File: src/pfd_cfg.svh
// Constants for the fault protection and output disable block.
`ifndef PFD_CFG_SVH
`define PFD_CFG_SVH
`define PFD_NUM_FAULTS 4
`define PFD_NUM_OUTS 6
`define PFD_MAP_RESET 12'h0000
`define PFD_MODE_RESET 4'h0
`define PFD_FILTER_SAMPLES 2
`endif

File: src/pfd_pkg.sv
// Types shared by the fault protection and output disable block.
`default_nettype none
package pfd_pkg;
	typedef enum logic [2:0] {
		PFD_FILT_IDLE = 3'b001,
		PFD_FILT_ARM = 3'b010,
		PFD_FILT_HIGH = 3'b100
	} pfd_filt_state_t;
	typedef logic [5:0] pfd_outs_t;
endpackage
`default_nettype wire
File: src/pfd_fault_if.sv
// Interface carrying filtered fault state between filter and disable logic.
`default_nettype none
interface pfd_fault_if;
	logic [3:0] pin_state;
	logic [3:0] rise;
	modport filt (output pin_state, output rise);
	modport core (input pin_state, input rise);
endinterface
`default_nettype wire

File: src/pfd_enable_seq.sv
// Global enable sequencing: first-set reload pulse and enable rise strobe.
`default_nettype none
`include "pfd_cfg.svh"
module pfd_enable_seq
	import pfd_pkg::*;
(
	input wire logic sys_clk,
	input wire logic resetn,
	input wire logic modulator_enable,
	output logic reload_now,
	output logic enable_rise
);
	logic en_d_reg;
	always_ff @(posedge sys_clk or negedge resetn) begin
		if (!resetn) begin
			en_d_reg <= 1'b0;
			reload_now <= 1'b0;
			enable_rise <= 1'b0;
		end else begin
			en_d_reg <= modulator_enable;
			reload_now <= modulator_enable & ~en_d_reg;
			enable_rise <= modulator_enable & ~en_d_reg;
		end
	end
endmodule // pfd_enable_seq
`default_nettype wire

File: src/pfd_fault_disable.sv
// Fault protection, output disable mapping and enable behaviour for six PWM outputs.
`default_nettype none
`include "pfd_cfg.svh"
module pfd_fault_disable
	import pfd_pkg::*;
#(
	parameter int NF = `PFD_NUM_FAULTS,
	parameter int NO = `PFD_NUM_OUTS
) (
	input wire logic sys_clk,
	input wire logic resetn,
	input wire logic [NF-1:0] fault_in,
	input wire logic soft_disable_bank_x,
	input wire logic soft_disable_bank_y,
	input wire logic [2*NO-1:0] disable_mapping_wdata,
	input wire logic disable_mapping_we,
	input wire logic [NF-1:0] fault_reenable_mode,
	input wire logic [NF-1:0] fault_interrupt_enable,
	input wire logic [NF-1:0] fault_acknowledge,
	input wire logic cycle_start,
	input wire logic [NO-1:0] pwm_level,
	input wire logic [NO-1:0] inactive_level,
	input wire logic manual_output_control,
	input wire logic [NO-1:0] manual_output_level,
	input wire logic modulator_enable,
	input wire logic reload_interrupt_enable,
	input wire logic reload_flag_clear,
	input wire logic load_confirm,
	input wire logic current_sense_on,
	input wire logic complementary_mode,
	output logic [NO-1:0] pwm_out,
	output logic [NO-1:0] pwm_oe,
	output logic [NO-1:0] out_disabled,
	output logic [2*NO-1:0] disable_mapping,
	output logic [NF-1:0] fault_pin_state,
	output logic [NF-1:0] fault_event_flag,
	output logic [NF-1:0] fault_irq,
	output logic reload_flag,
	output logic reload_irq,
	output logic reload_pulse,
	output logic first_cycle_odd_values,
	output logic use_reset_values
);
	////////////////////////////////////////////////////////////////////////////
	pfd_fault_if flt();
	logic reload_now;
	logic enable_rise;
	logic map_locked_reg;
	logic [NF-1:0] fault_active_reg;
	logic [1:0] soft_active_reg;
	logic [1:0] bank_dis;
	logic reenable_point;
	logic loaded_reg;

	pfd_fault_filter #(.N(NF)) u_filter (
		.sys_clk(sys_clk),
		.resetn(resetn),
		.fault_in(fault_in),
		.flt(flt)
	);

	pfd_enable_seq u_enable (
		.sys_clk(sys_clk),
		.resetn(resetn),
		.modulator_enable(modulator_enable),
		.reload_now(reload_now),
		.enable_rise(enable_rise)
	);

	// Map decoding is shared by both banks.
	function automatic pfd_outs_t map_bank(input logic dis, input pfd_outs_t bits);
		map_bank = dis ? bits : '0;
	endfunction

	////////////////////////////////////////////////////////////////////////////
	// Disable mapping: the first write sticks so a runaway program cannot unmask outputs.
	always_ff @(posedge sys_clk or negedge resetn) begin
		if (!resetn) begin
			disable_mapping <= `PFD_MAP_RESET;
			map_locked_reg <= 1'b0;
		end else if (disable_mapping_we && !map_locked_reg) begin
			disable_mapping <= disable_mapping_wdata;
			map_locked_reg <= 1'b1;
		end
	end

	////////////////////////////////////////////////////////////////////////////
	// Pin state and event flags.
	always_ff @(posedge sys_clk or negedge resetn) begin
		if (!resetn) begin
			fault_pin_state <= '0;
		end else begin
			fault_pin_state <= flt.pin_state;
		end
	end

	always_ff @(posedge sys_clk or negedge resetn) begin
		if (!resetn) begin
			fault_event_flag <= '0;
		end else begin
			for (int i = 0; i < NF; i++) begin
				// A new rise beats an acknowledge in the same cycle.
				if (flt.rise[i]) fault_event_flag[i] <= 1'b1;
				else if (fault_acknowledge[i]) fault_event_flag[i] <= 1'b0;
			end
		end
	end

	// Request latches; there is no vector fetch input, so a fetch cannot disturb them.
	always_ff @(posedge sys_clk or negedge resetn) begin
		if (!resetn) begin
			fault_irq <= '0;
		end else begin
			for (int i = 0; i < NF; i++) begin
				if (!fault_interrupt_enable[i]) fault_irq[i] <= 1'b0;
				else if (flt.rise[i]) fault_irq[i] <= 1'b1;
				else if (fault_acknowledge[i]) fault_irq[i] <= 1'b0;
			end
		end
	end

	////////////////////////////////////////////////////////////////////////////
	// Manual output control has no cycles, so every clock is a re-enable point.
	assign reenable_point = cycle_start | manual_output_control;

	always_ff @(posedge sys_clk or negedge resetn) begin
		if (!resetn) begin
			fault_active_reg <= '0;
		end else begin
			for (int i = 0; i < NF; i++) begin
				if (flt.rise[i] || flt.pin_state[i]) begin
					if (flt.rise[i] || fault_reenable_mode[i]) fault_active_reg[i] <= 1'b1;
				end
				if (fault_active_reg[i] && reenable_point && !flt.rise[i]) begin
					if (fault_reenable_mode[i]) begin
						if (!flt.pin_state[i]) fault_active_reg[i] <= 1'b0;
					end else if (!fault_event_flag[i]) begin
						if (i % 2 == 0) fault_active_reg[i] <= 1'b0;
						else if (!fault_in[i]) fault_active_reg[i] <= 1'b0;
					end
				end
			end
		end
	end

	always_ff @(posedge sys_clk or negedge resetn) begin
		if (!resetn) begin
			soft_active_reg <= 2'b00;
		end else begin
			if (soft_disable_bank_x) soft_active_reg[0] <= 1'b1;
			else if (reenable_point) soft_active_reg[0] <= 1'b0;
			if (soft_disable_bank_y) soft_active_reg[1] <= 1'b1;
			else if (reenable_point) soft_active_reg[1] <= 1'b0;
		end
	end

	// Raw rises are included so a fault disables in its detection cycle.
	assign bank_dis[0] = |fault_active_reg[1:0] | |flt.rise[1:0] | soft_disable_bank_x | soft_active_reg[0];
	assign bank_dis[1] = |fault_active_reg[3:2] | |flt.rise[3:2] | soft_disable_bank_y | soft_active_reg[1];

	////////////////////////////////////////////////////////////////////////////
	// Output stage; the generator levels keep running underneath any disable.
	always_ff @(posedge sys_clk or negedge resetn) begin
		if (!resetn) begin
			out_disabled <= '0;
			pwm_out <= '0;
			pwm_oe <= '0;
		end else begin
			pfd_outs_t dis;
			pfd_outs_t src;
			dis = map_bank(bank_dis[0], disable_mapping[NO-1:0])
				| map_bank(bank_dis[1], disable_mapping[2*NO-1:NO]);
			src = manual_output_control ? manual_output_level : pwm_level;
			out_disabled <= dis;
			for (int j = 0; j < NO; j++) begin
				// Dead time is inserted after this stage, so a setting change here cannot shorten it.
				pwm_out[j] <= dis[j] ? inactive_level[j] : src[j];
			end
			pwm_oe <= {NO{modulator_enable | manual_output_control}};
		end
	end

	////////////////////////////////////////////////////////////////////////////
	// Reload flag; a fresh reload wins over a clear in the same cycle.
	always_ff @(posedge sys_clk or negedge resetn) begin
		if (!resetn) begin
			reload_flag <= 1'b0;
			reload_irq <= 1'b0;
			reload_pulse <= 1'b0;
		end else begin
			reload_pulse <= reload_now;
			if (reload_now) reload_flag <= 1'b1;
			else if (reload_flag_clear) reload_flag <= 1'b0;
			reload_irq <= reload_interrupt_enable & (reload_flag | reload_now);
		end
	end

	// Tracks whether a load confirm ever happened since reset.
	always_ff @(posedge sys_clk or negedge resetn) begin
		if (!resetn) begin
			loaded_reg <= 1'b0;
			use_reset_values <= 1'b0;
		end else begin
			if (load_confirm) loaded_reg <= 1'b1;
			if (enable_rise) use_reset_values <= ~(loaded_reg | load_confirm);
		end
	end

	always_ff @(posedge sys_clk or negedge resetn) begin
		if (!resetn) begin
			first_cycle_odd_values <= 1'b0;
		end else begin
			if (enable_rise && complementary_mode && current_sense_on) first_cycle_odd_values <= 1'b1;
			else if (cycle_start) first_cycle_odd_values <= 1'b0;
		end
	end
endmodule // pfd_fault_disable
`default_nettype wire

File: src/pfd_fault_filter.sv
// Two-sample fault input filter for all fault pins.
`default_nettype none
`include "pfd_cfg.svh"
module pfd_fault_filter
	import pfd_pkg::*;
#(
	parameter int N = `PFD_NUM_FAULTS
) (
	input wire logic sys_clk,
	input wire logic resetn,
	input wire logic [N-1:0] fault_in,
	pfd_fault_if.filt flt
);
	genvar g;
	generate
		for (g = 0; g < N; g++) begin : gen_filt
			pfd_filt_state_t state_reg;
			logic pin_reg;
			logic rise_reg;
			// A high must follow a low cycle and hold for two samples before it counts.
			always_ff @(posedge sys_clk or negedge resetn) begin
				if (!resetn) begin
					state_reg <= PFD_FILT_IDLE;
					pin_reg <= 1'b0;
					rise_reg <= 1'b0;
				end else begin
					rise_reg <= 1'b0;
					case (state_reg)
						PFD_FILT_IDLE: begin
							if (!fault_in[g]) state_reg <= PFD_FILT_ARM;
						end
						PFD_FILT_ARM: begin
							if (fault_in[g]) state_reg <= PFD_FILT_HIGH;
						end
						PFD_FILT_HIGH: begin
							if (fault_in[g]) begin
								pin_reg <= 1'b1;
								rise_reg <= 1'b1;
								state_reg <= PFD_FILT_IDLE;
							end else begin
								state_reg <= PFD_FILT_ARM;
							end
						end
						default: state_reg <= PFD_FILT_IDLE;
					endcase
					if (pin_reg && !fault_in[g]) pin_reg <= 1'b0;
				end
			end
			assign flt.pin_state[g] = pin_reg;
			assign flt.rise[g] = rise_reg;
		end
	endgenerate
endmodule // pfd_fault_filter
`default_nettype wire

File: config.mk
export PLATFORM = sky130hd
export DESIGN_NAME = pfd_fault_disable
export DESIGN_NICKNAME = d
export VERILOG_FILES = /design/src/pfd_pkg.sv /design/src/pfd_fault_if.sv /design/src/pfd_enable_seq.sv /design/src/pfd_fault_disable.sv /design/src/pfd_fault_filter.sv
export VERILOG_INCLUDE_DIRS = /design/src
export SDC_FILE = /design/constraint.sdc
export NUM_CORES = 1
export LEC_CHECK = 0
export BUFFER_PORTS_ARGS = -buffer_cell sky130_fd_sc_hd__buf_2
export CAP_MARGIN = 10
export CORE_ASPECT_RATIO = 1.2
export CORE_MARGIN = 2
export CORE_UTILIZATION = 48
export DETAILED_ROUTE_END_ITERATION = 8
export PLACE_DENSITY = 0.76
export SYNTH_ARGS = -nofsm -noshare
export SYNTH_HDL_FRONTEND = slang
export SYNTH_SLANG_ARGS = --single-unit
File: constraint.sdc
create_clock -name sys_clk -period 2 [get_ports sys_clk]
set_input_delay 0.2 -clock sys_clk [delete_from_list [all_inputs] [get_ports sys_clk]]
set_output_delay 0.2 -clock sys_clk [all_outputs]
set_load 0.03 [all_outputs]
== Yosys cells after proc, flatten, opt, wreduce, memory -nomap -nowiden ==
Index checks and enable logic that the tools add are counted.

* Muxes and demuxes: 90
* Equality and inequality tests: 24
* Bitwise logic cells: 15
* Reductions and logical operators: 60

{| class="wikitable"
|+ Operators with widths
! cell !! number
|-
| $mux 1 || 71
|-
| $pmux 3 s3 || 4
|-
| $reduce_bool 2->1 || 16
|-
| $mux 3 || 8
|-
| $mux 6 || 3
|-
| $ne 2x2->1 const B || 8
|-
| $reduce_and 2->1 || 8
|-
| $logic_and 1x1->1 || 15
|-
| $eq 3x1->1 const B || 4
|-
| $eq 3x2->1 const B || 4
|-
| $eq 3x3->1 const B || 4
|-
| $ne 3x1->1 const B || 4
|-
| $or 1x1->1 || 10
|-
| $logic_not 1->1 || 9
|-
| $logic_or 1x1->1 || 8
|-
| $mux 2 || 4
|-
| $reduce_or 2->1 || 4
|-
| $or 6x6->6 || 1
|-
| $and 1x1->1 || 2
|-
| $not 1->1 || 2
|}

* Input port bits: 59
* Word-level logic and storage cells: 226
* Output and inout bits: 47
* Bits in registers: 72

== Depth between registers and ports, before layout ==
* Word-level depth: 7
* Gate-level depth with buffers: 4

== By module ==
Synthesis repeated with hierarchy kept, for this count alone.

* Cells, all modules: 219
* Area, all modules: 2935.3 µm²

{| class="wikitable"
|+ Modules (own cells, without submodules)
! module !! cells an instance !! area an instance (µm²) !! instances
|-
| pfd_fault_disable || 138 || 1939.4 || 1
|-
| pfd_fault_filter || 77 || 924.6 || 1
|-
| pfd_enable_seq || 4 || 71.3 || 1
|}

== Worst setup path after synthesis ==
Ideal clock, no wire load.

* Path type: register -> register
* Start: register fault_active_reg[3]
* End: register pwm_out[0]
* Setup time: 0.125 ns
* Path buffers: 0
* Arrival: 1.329 ns
* Required time: 1.875 ns
* Setup slack: 0.546 ns
* Stages on the path, launching flop included: 5
* Path through: dfrtp_1 -> nor4_1 -> nand2_1 -> a22o_2 -> mux2_4

* Word-level cells in the longest chain between the ends: 7

{| class="wikitable"
|+ RTL lines
! item !! line !! RTL
|-
| from (decl) || pfd_fault_disable.sv:49 || <nowiki>logic [NF-1:0] fault_active_reg;</nowiki>
|-
| from (signal assigned) || pfd_fault_disable.sv:128 || <nowiki>fault_active_reg <= '0;</nowiki>
|-
| from (signal, indexed assignment) || pfd_fault_disable.sv:132 || <nowiki>if (flt.rise[i] || fault_reenable_mode[i]) fault_active_reg[i] <= 1'b1;</nowiki>
|-
| from (signal, indexed assignment) || pfd_fault_disable.sv:136 || <nowiki>if (!flt.pin_state[i]) fault_active_reg[i] <= 1'b0;</nowiki>
|-
| $reduce_or 2->1 || pfd_fault_disable.sv:159 || <nowiki>assign bank_dis[1] = |fault_active_reg[3:2] | |flt.rise[3:2] | soft_disable_bank_y | soft_active_reg[1];</nowiki>
|-
| $or 1x1->1 (3 in series) || pfd_fault_disable.sv:159 ||
|-
| $mux 6 || pfd_fault_disable.sv:72 || <nowiki>map_bank = dis ? bits : '0;</nowiki>
|-
| $or 6x6->6 || pfd_fault_disable.sv:172 || <nowiki>| map_bank(bank_dis[1], disable_mapping[2*NO-1:NO]);</nowiki>
|-
| $mux 1 || pfd_fault_disable.sv:177 || <nowiki>pwm_out[j] <= dis[j] ? inactive_level[j] : src[j];</nowiki>
|-
| to (signal, indexed assignment) || pfd_fault_disable.sv:177 ||
|-
| to (decl) || pfd_fault_disable.sv:31 || <nowiki>output logic [NO-1:0] pwm_out,</nowiki>
|}

No other way between the ends.
A chain may end at the register's enable or synchronous reset.

== Final worst setup path ==
* Start: register u_filter.gen_filt[0].rise_reg
* End: register pwm_out[2]

* Word-level cells in the longest chain between the ends: 7

{| class="wikitable"
|+ RTL lines
! item !! line !! RTL
|-
| from (decl) || pfd_fault_filter.sv:19 || <nowiki>logic rise_reg;</nowiki>
|-
| from (signal assigned) || pfd_fault_filter.sv:25 || <nowiki>rise_reg <= 1'b0;</nowiki>
|-
| from (signal assigned) || pfd_fault_filter.sv:27 || <nowiki>rise_reg <= 1'b0;</nowiki>
|-
| from (signal assigned) || pfd_fault_filter.sv:38 || <nowiki>rise_reg <= 1'b1;</nowiki>
|-
| $reduce_or 2->1 || pfd_fault_disable.sv:158 || <nowiki>assign bank_dis[0] = |fault_active_reg[1:0] | |flt.rise[1:0] | soft_disable_bank_x | soft_active_reg[0];</nowiki>
|-
| $or 1x1->1 (3 in series) || pfd_fault_disable.sv:158 ||
|-
| $mux 6 || pfd_fault_disable.sv:72 ||
|-
| $or 6x6->6 || pfd_fault_disable.sv:172 ||
|-
| $mux 1 || pfd_fault_disable.sv:177 ||
|}

No other way between the ends.

==> run metrics <==
Max Buffers Root-to-Sink=2; Register Area=1810 sq um; Routed WL=5.64 mm; synthesized area=2780 sq um; worst skew pair latency=0.33 ns; Final Skew=0.00621 ns; Pwr Density=1070 nW/um^2; Setup CP Type=reg -> reg; CP max FO=6; drc violations=0; Lkg Pwr=1.92 nW; Req. time, crit path=2.22 ns; busiest grt layer=met2; post-CTS setup buffer count=0; Slew Limit Headroom=55.9%; CTS tree=yes; Vias/cell=5.07; TritonCTS Buffers=9; Routed Antenna Nets=0; drt pass-1 iters=4; global-route wire length before repair=8.96 mm; Post-CTS Resized=0; met2 Usage GRT=29.7%; Fin Setup TNS=0 ns; max incr delay on CP=0.43 ns; Ys Warns=0; Detail Placement HPWL=4.31 mm; clock root buffer=clkbuf_8; largest net degree at the start of global routing=35; DR iter-0 viols=47; Starting Density=49.4%; Design Area, Final=3610 sq um; ratio of cells with drive above 1 in the final layout=48.6%; final setup vio count=0; Data arrival, critical path=1.82 ns; I/O Pins=106; vias in the first global route=1931; H-tree levels=3; critical path startpoint category=register; type of destination of the critical path=register; min Tclk post-route=1.60 ns; EDFF count, synth=0; Final #Nets=381; total power=0.00385 W; WHS Path Cells=2; Async SR Flop Fraction=100%; Yosys cell types=34; HP Class=in -> reg; FF-to-FF path depth=4; multi-input logic area=896 sq um; worst slack, placed=0.378 ns; I/O Buffers=105; worst slew pin tran=0.661 ns; Chip Height=87.4 um; wire per inst=14.4 um; die area=6420 sq um; critical-path cell list=nor4_1 > nand2_1 > a22o_2 > mux2_4; die width=73.5 um; Synth Area per Inst=13.4 sq um; row count=30; Sink Count=72; Final Wtd Congestion=0.801; vias post-DR=1983; Synth Flop Type=dfrtp_1; GR Util met3=3.82%; Highest Clock Rate=0.624 GHz; M1 GR Usage=23.5%; CTS Hold Bufs=2; total congestion overflow=0; total track usage=18.8%; RSZ-0062 raised after global routing=false; final worst slack=0.398 ns; final hold vios=0; sequential fraction of the synthesis area=65.0%; initial antenna violation count=0; fill count=453; MaxCap Viol Count=0; Final period util=80.1%; Post-Syn Nets=267; run status=complete, no violations; FF+latch count, synth=72; VDD IR-drop max=0.000604 V; Worst path slowest cell=dfrtp_1; Synth Instances=208; Area Growth Syn to Fin=29.8%; # diodes=0; placed cell area=3370 sq um; Worst-path clk slew=0.07 ns; max-slew violations=0; Core ar.=5630 sq um
-- synth_stat cells (2+ instances only) --
cell type	count	area share [%]
mux2_2	18	7.3
buf_4	5	1.4
nor4b_1	2	0.63
mux2_4	6	3.2
mux2i_1	2	0.72
nor3b_1	2	0.54
o22ai_1	2	0.45
a21o_1	10	2.7
nor2_1	16	2.2
o21ai_0	7	1.3
dfstp_2	4	3.8
or2_2	3	0.68
nor4_1	2	0.45
nand2_1	6	0.81
a22o_2	6	2.2
xor2_1	3	0.95
nand2b_1	4	0.90
nor2b_1	9	2.0
a21oi_1	12	2.2
dfrtp_1	68	61
inv_1	8	1.1
-- power by group --
group | switching [W] | internal (W) | total, W
Sequential | 0.000159 | 0.00167 | 0.00183
Combinational | 0.000438 | 0.000341 | 0.000779
Clock | 0.000500 | 0.000737 | 0.00124
-- critical path, delay by kind of cell, from the launching register on --
family          cells  cell delay, ns
flops               1            0.43
compound gates      1            0.28
simple gates        2            0.49
mux                 1            0.29
-- stage by stage --
stage	hold WS, ns	cells	util (%)
global placement	0.265	373	59.9
CTS	0.0559	391	64.1
detailed placement	0.270	373	59.9
finish	0.0622	391	64.1
floorplan	-0.0956	208	-
global route	0.0547	391	64.1
-- layer usage --
metal / share of wire, % / vias up
li1: - / 948
met1: 42 / 953
met2: 50 / 69
met3: 4.8 / 13
met4: 2.9 / 0
met5: 0 / -
-- cells in the final DEF (no fill, tap or decap), types with 2 or more instances in the layout --
cell             n
buf_2          105
dfrtp_1         68
mux2_2          18
nor2_1          16
a21oi_1         12
a21o_1          10
clkbuf_8        10
nor2b_1          9
inv_1            8
o21ai_0          7
nand2_1          6
a22o_2           6
mux2_4           6
nand2b_1         4
dfstp_2          4
or2_2            3
xor2_1           3
clkbuf_1         3
nor4b_1          2
nor4_1           2
o22ai_1          2
mux2i_1          2
nor3b_1          2
bufinv_16        2
dlygate4sd3_1    2
buf_4            2
-- kinds of logic (layout without fill, tap and decap cells) --
family	count (synthesis)	after routing	share of synthesized area, %
muxes	26	26	11.3
AOI/OAI and AO/OA	42	42	10.4
DFF	72	72	65.0
and+or+nand+nor	49	49	9.36
xor gates and xnor gates	4	4	1.26
buffers and inverters	15	134	2.75
-- final timing paths --
path	start	endpoint	slack [ns]
worst max-delay path	u_filter.gen_filt[0].rise_reg	pwm_out[2]	0.40
worst min-delay path	fault_in[1]	u_filter.gen_filt[1].state_reg[1]	0.06
worst max register to register	u_filter.gen_filt[0].rise_reg	pwm_out[2]	0.40
worst min register to register	u_enable.en_d_reg	u_enable.reload_now	0.40
max in group asynchronous	resetn	u_filter.gen_filt[0].state_reg[0]	0.89
min in group asynchronous	resetn	u_filter.gen_filt[2].state_reg[1]	0.42
-- layout make-up --
class                           count  share of cell area (%)
Clock buffer                       13                    4.13
Clock inverter                      3                    1.80
Inverter                            8                   0.832
Multi-Input combinational cell    121                    24.8
Sequential cell                    72                    50.1
Tap cell                           64                    2.22
Timing Repair Buffer              110                    16.1
No activity file was read; power rests on OpenSTA's default activity.
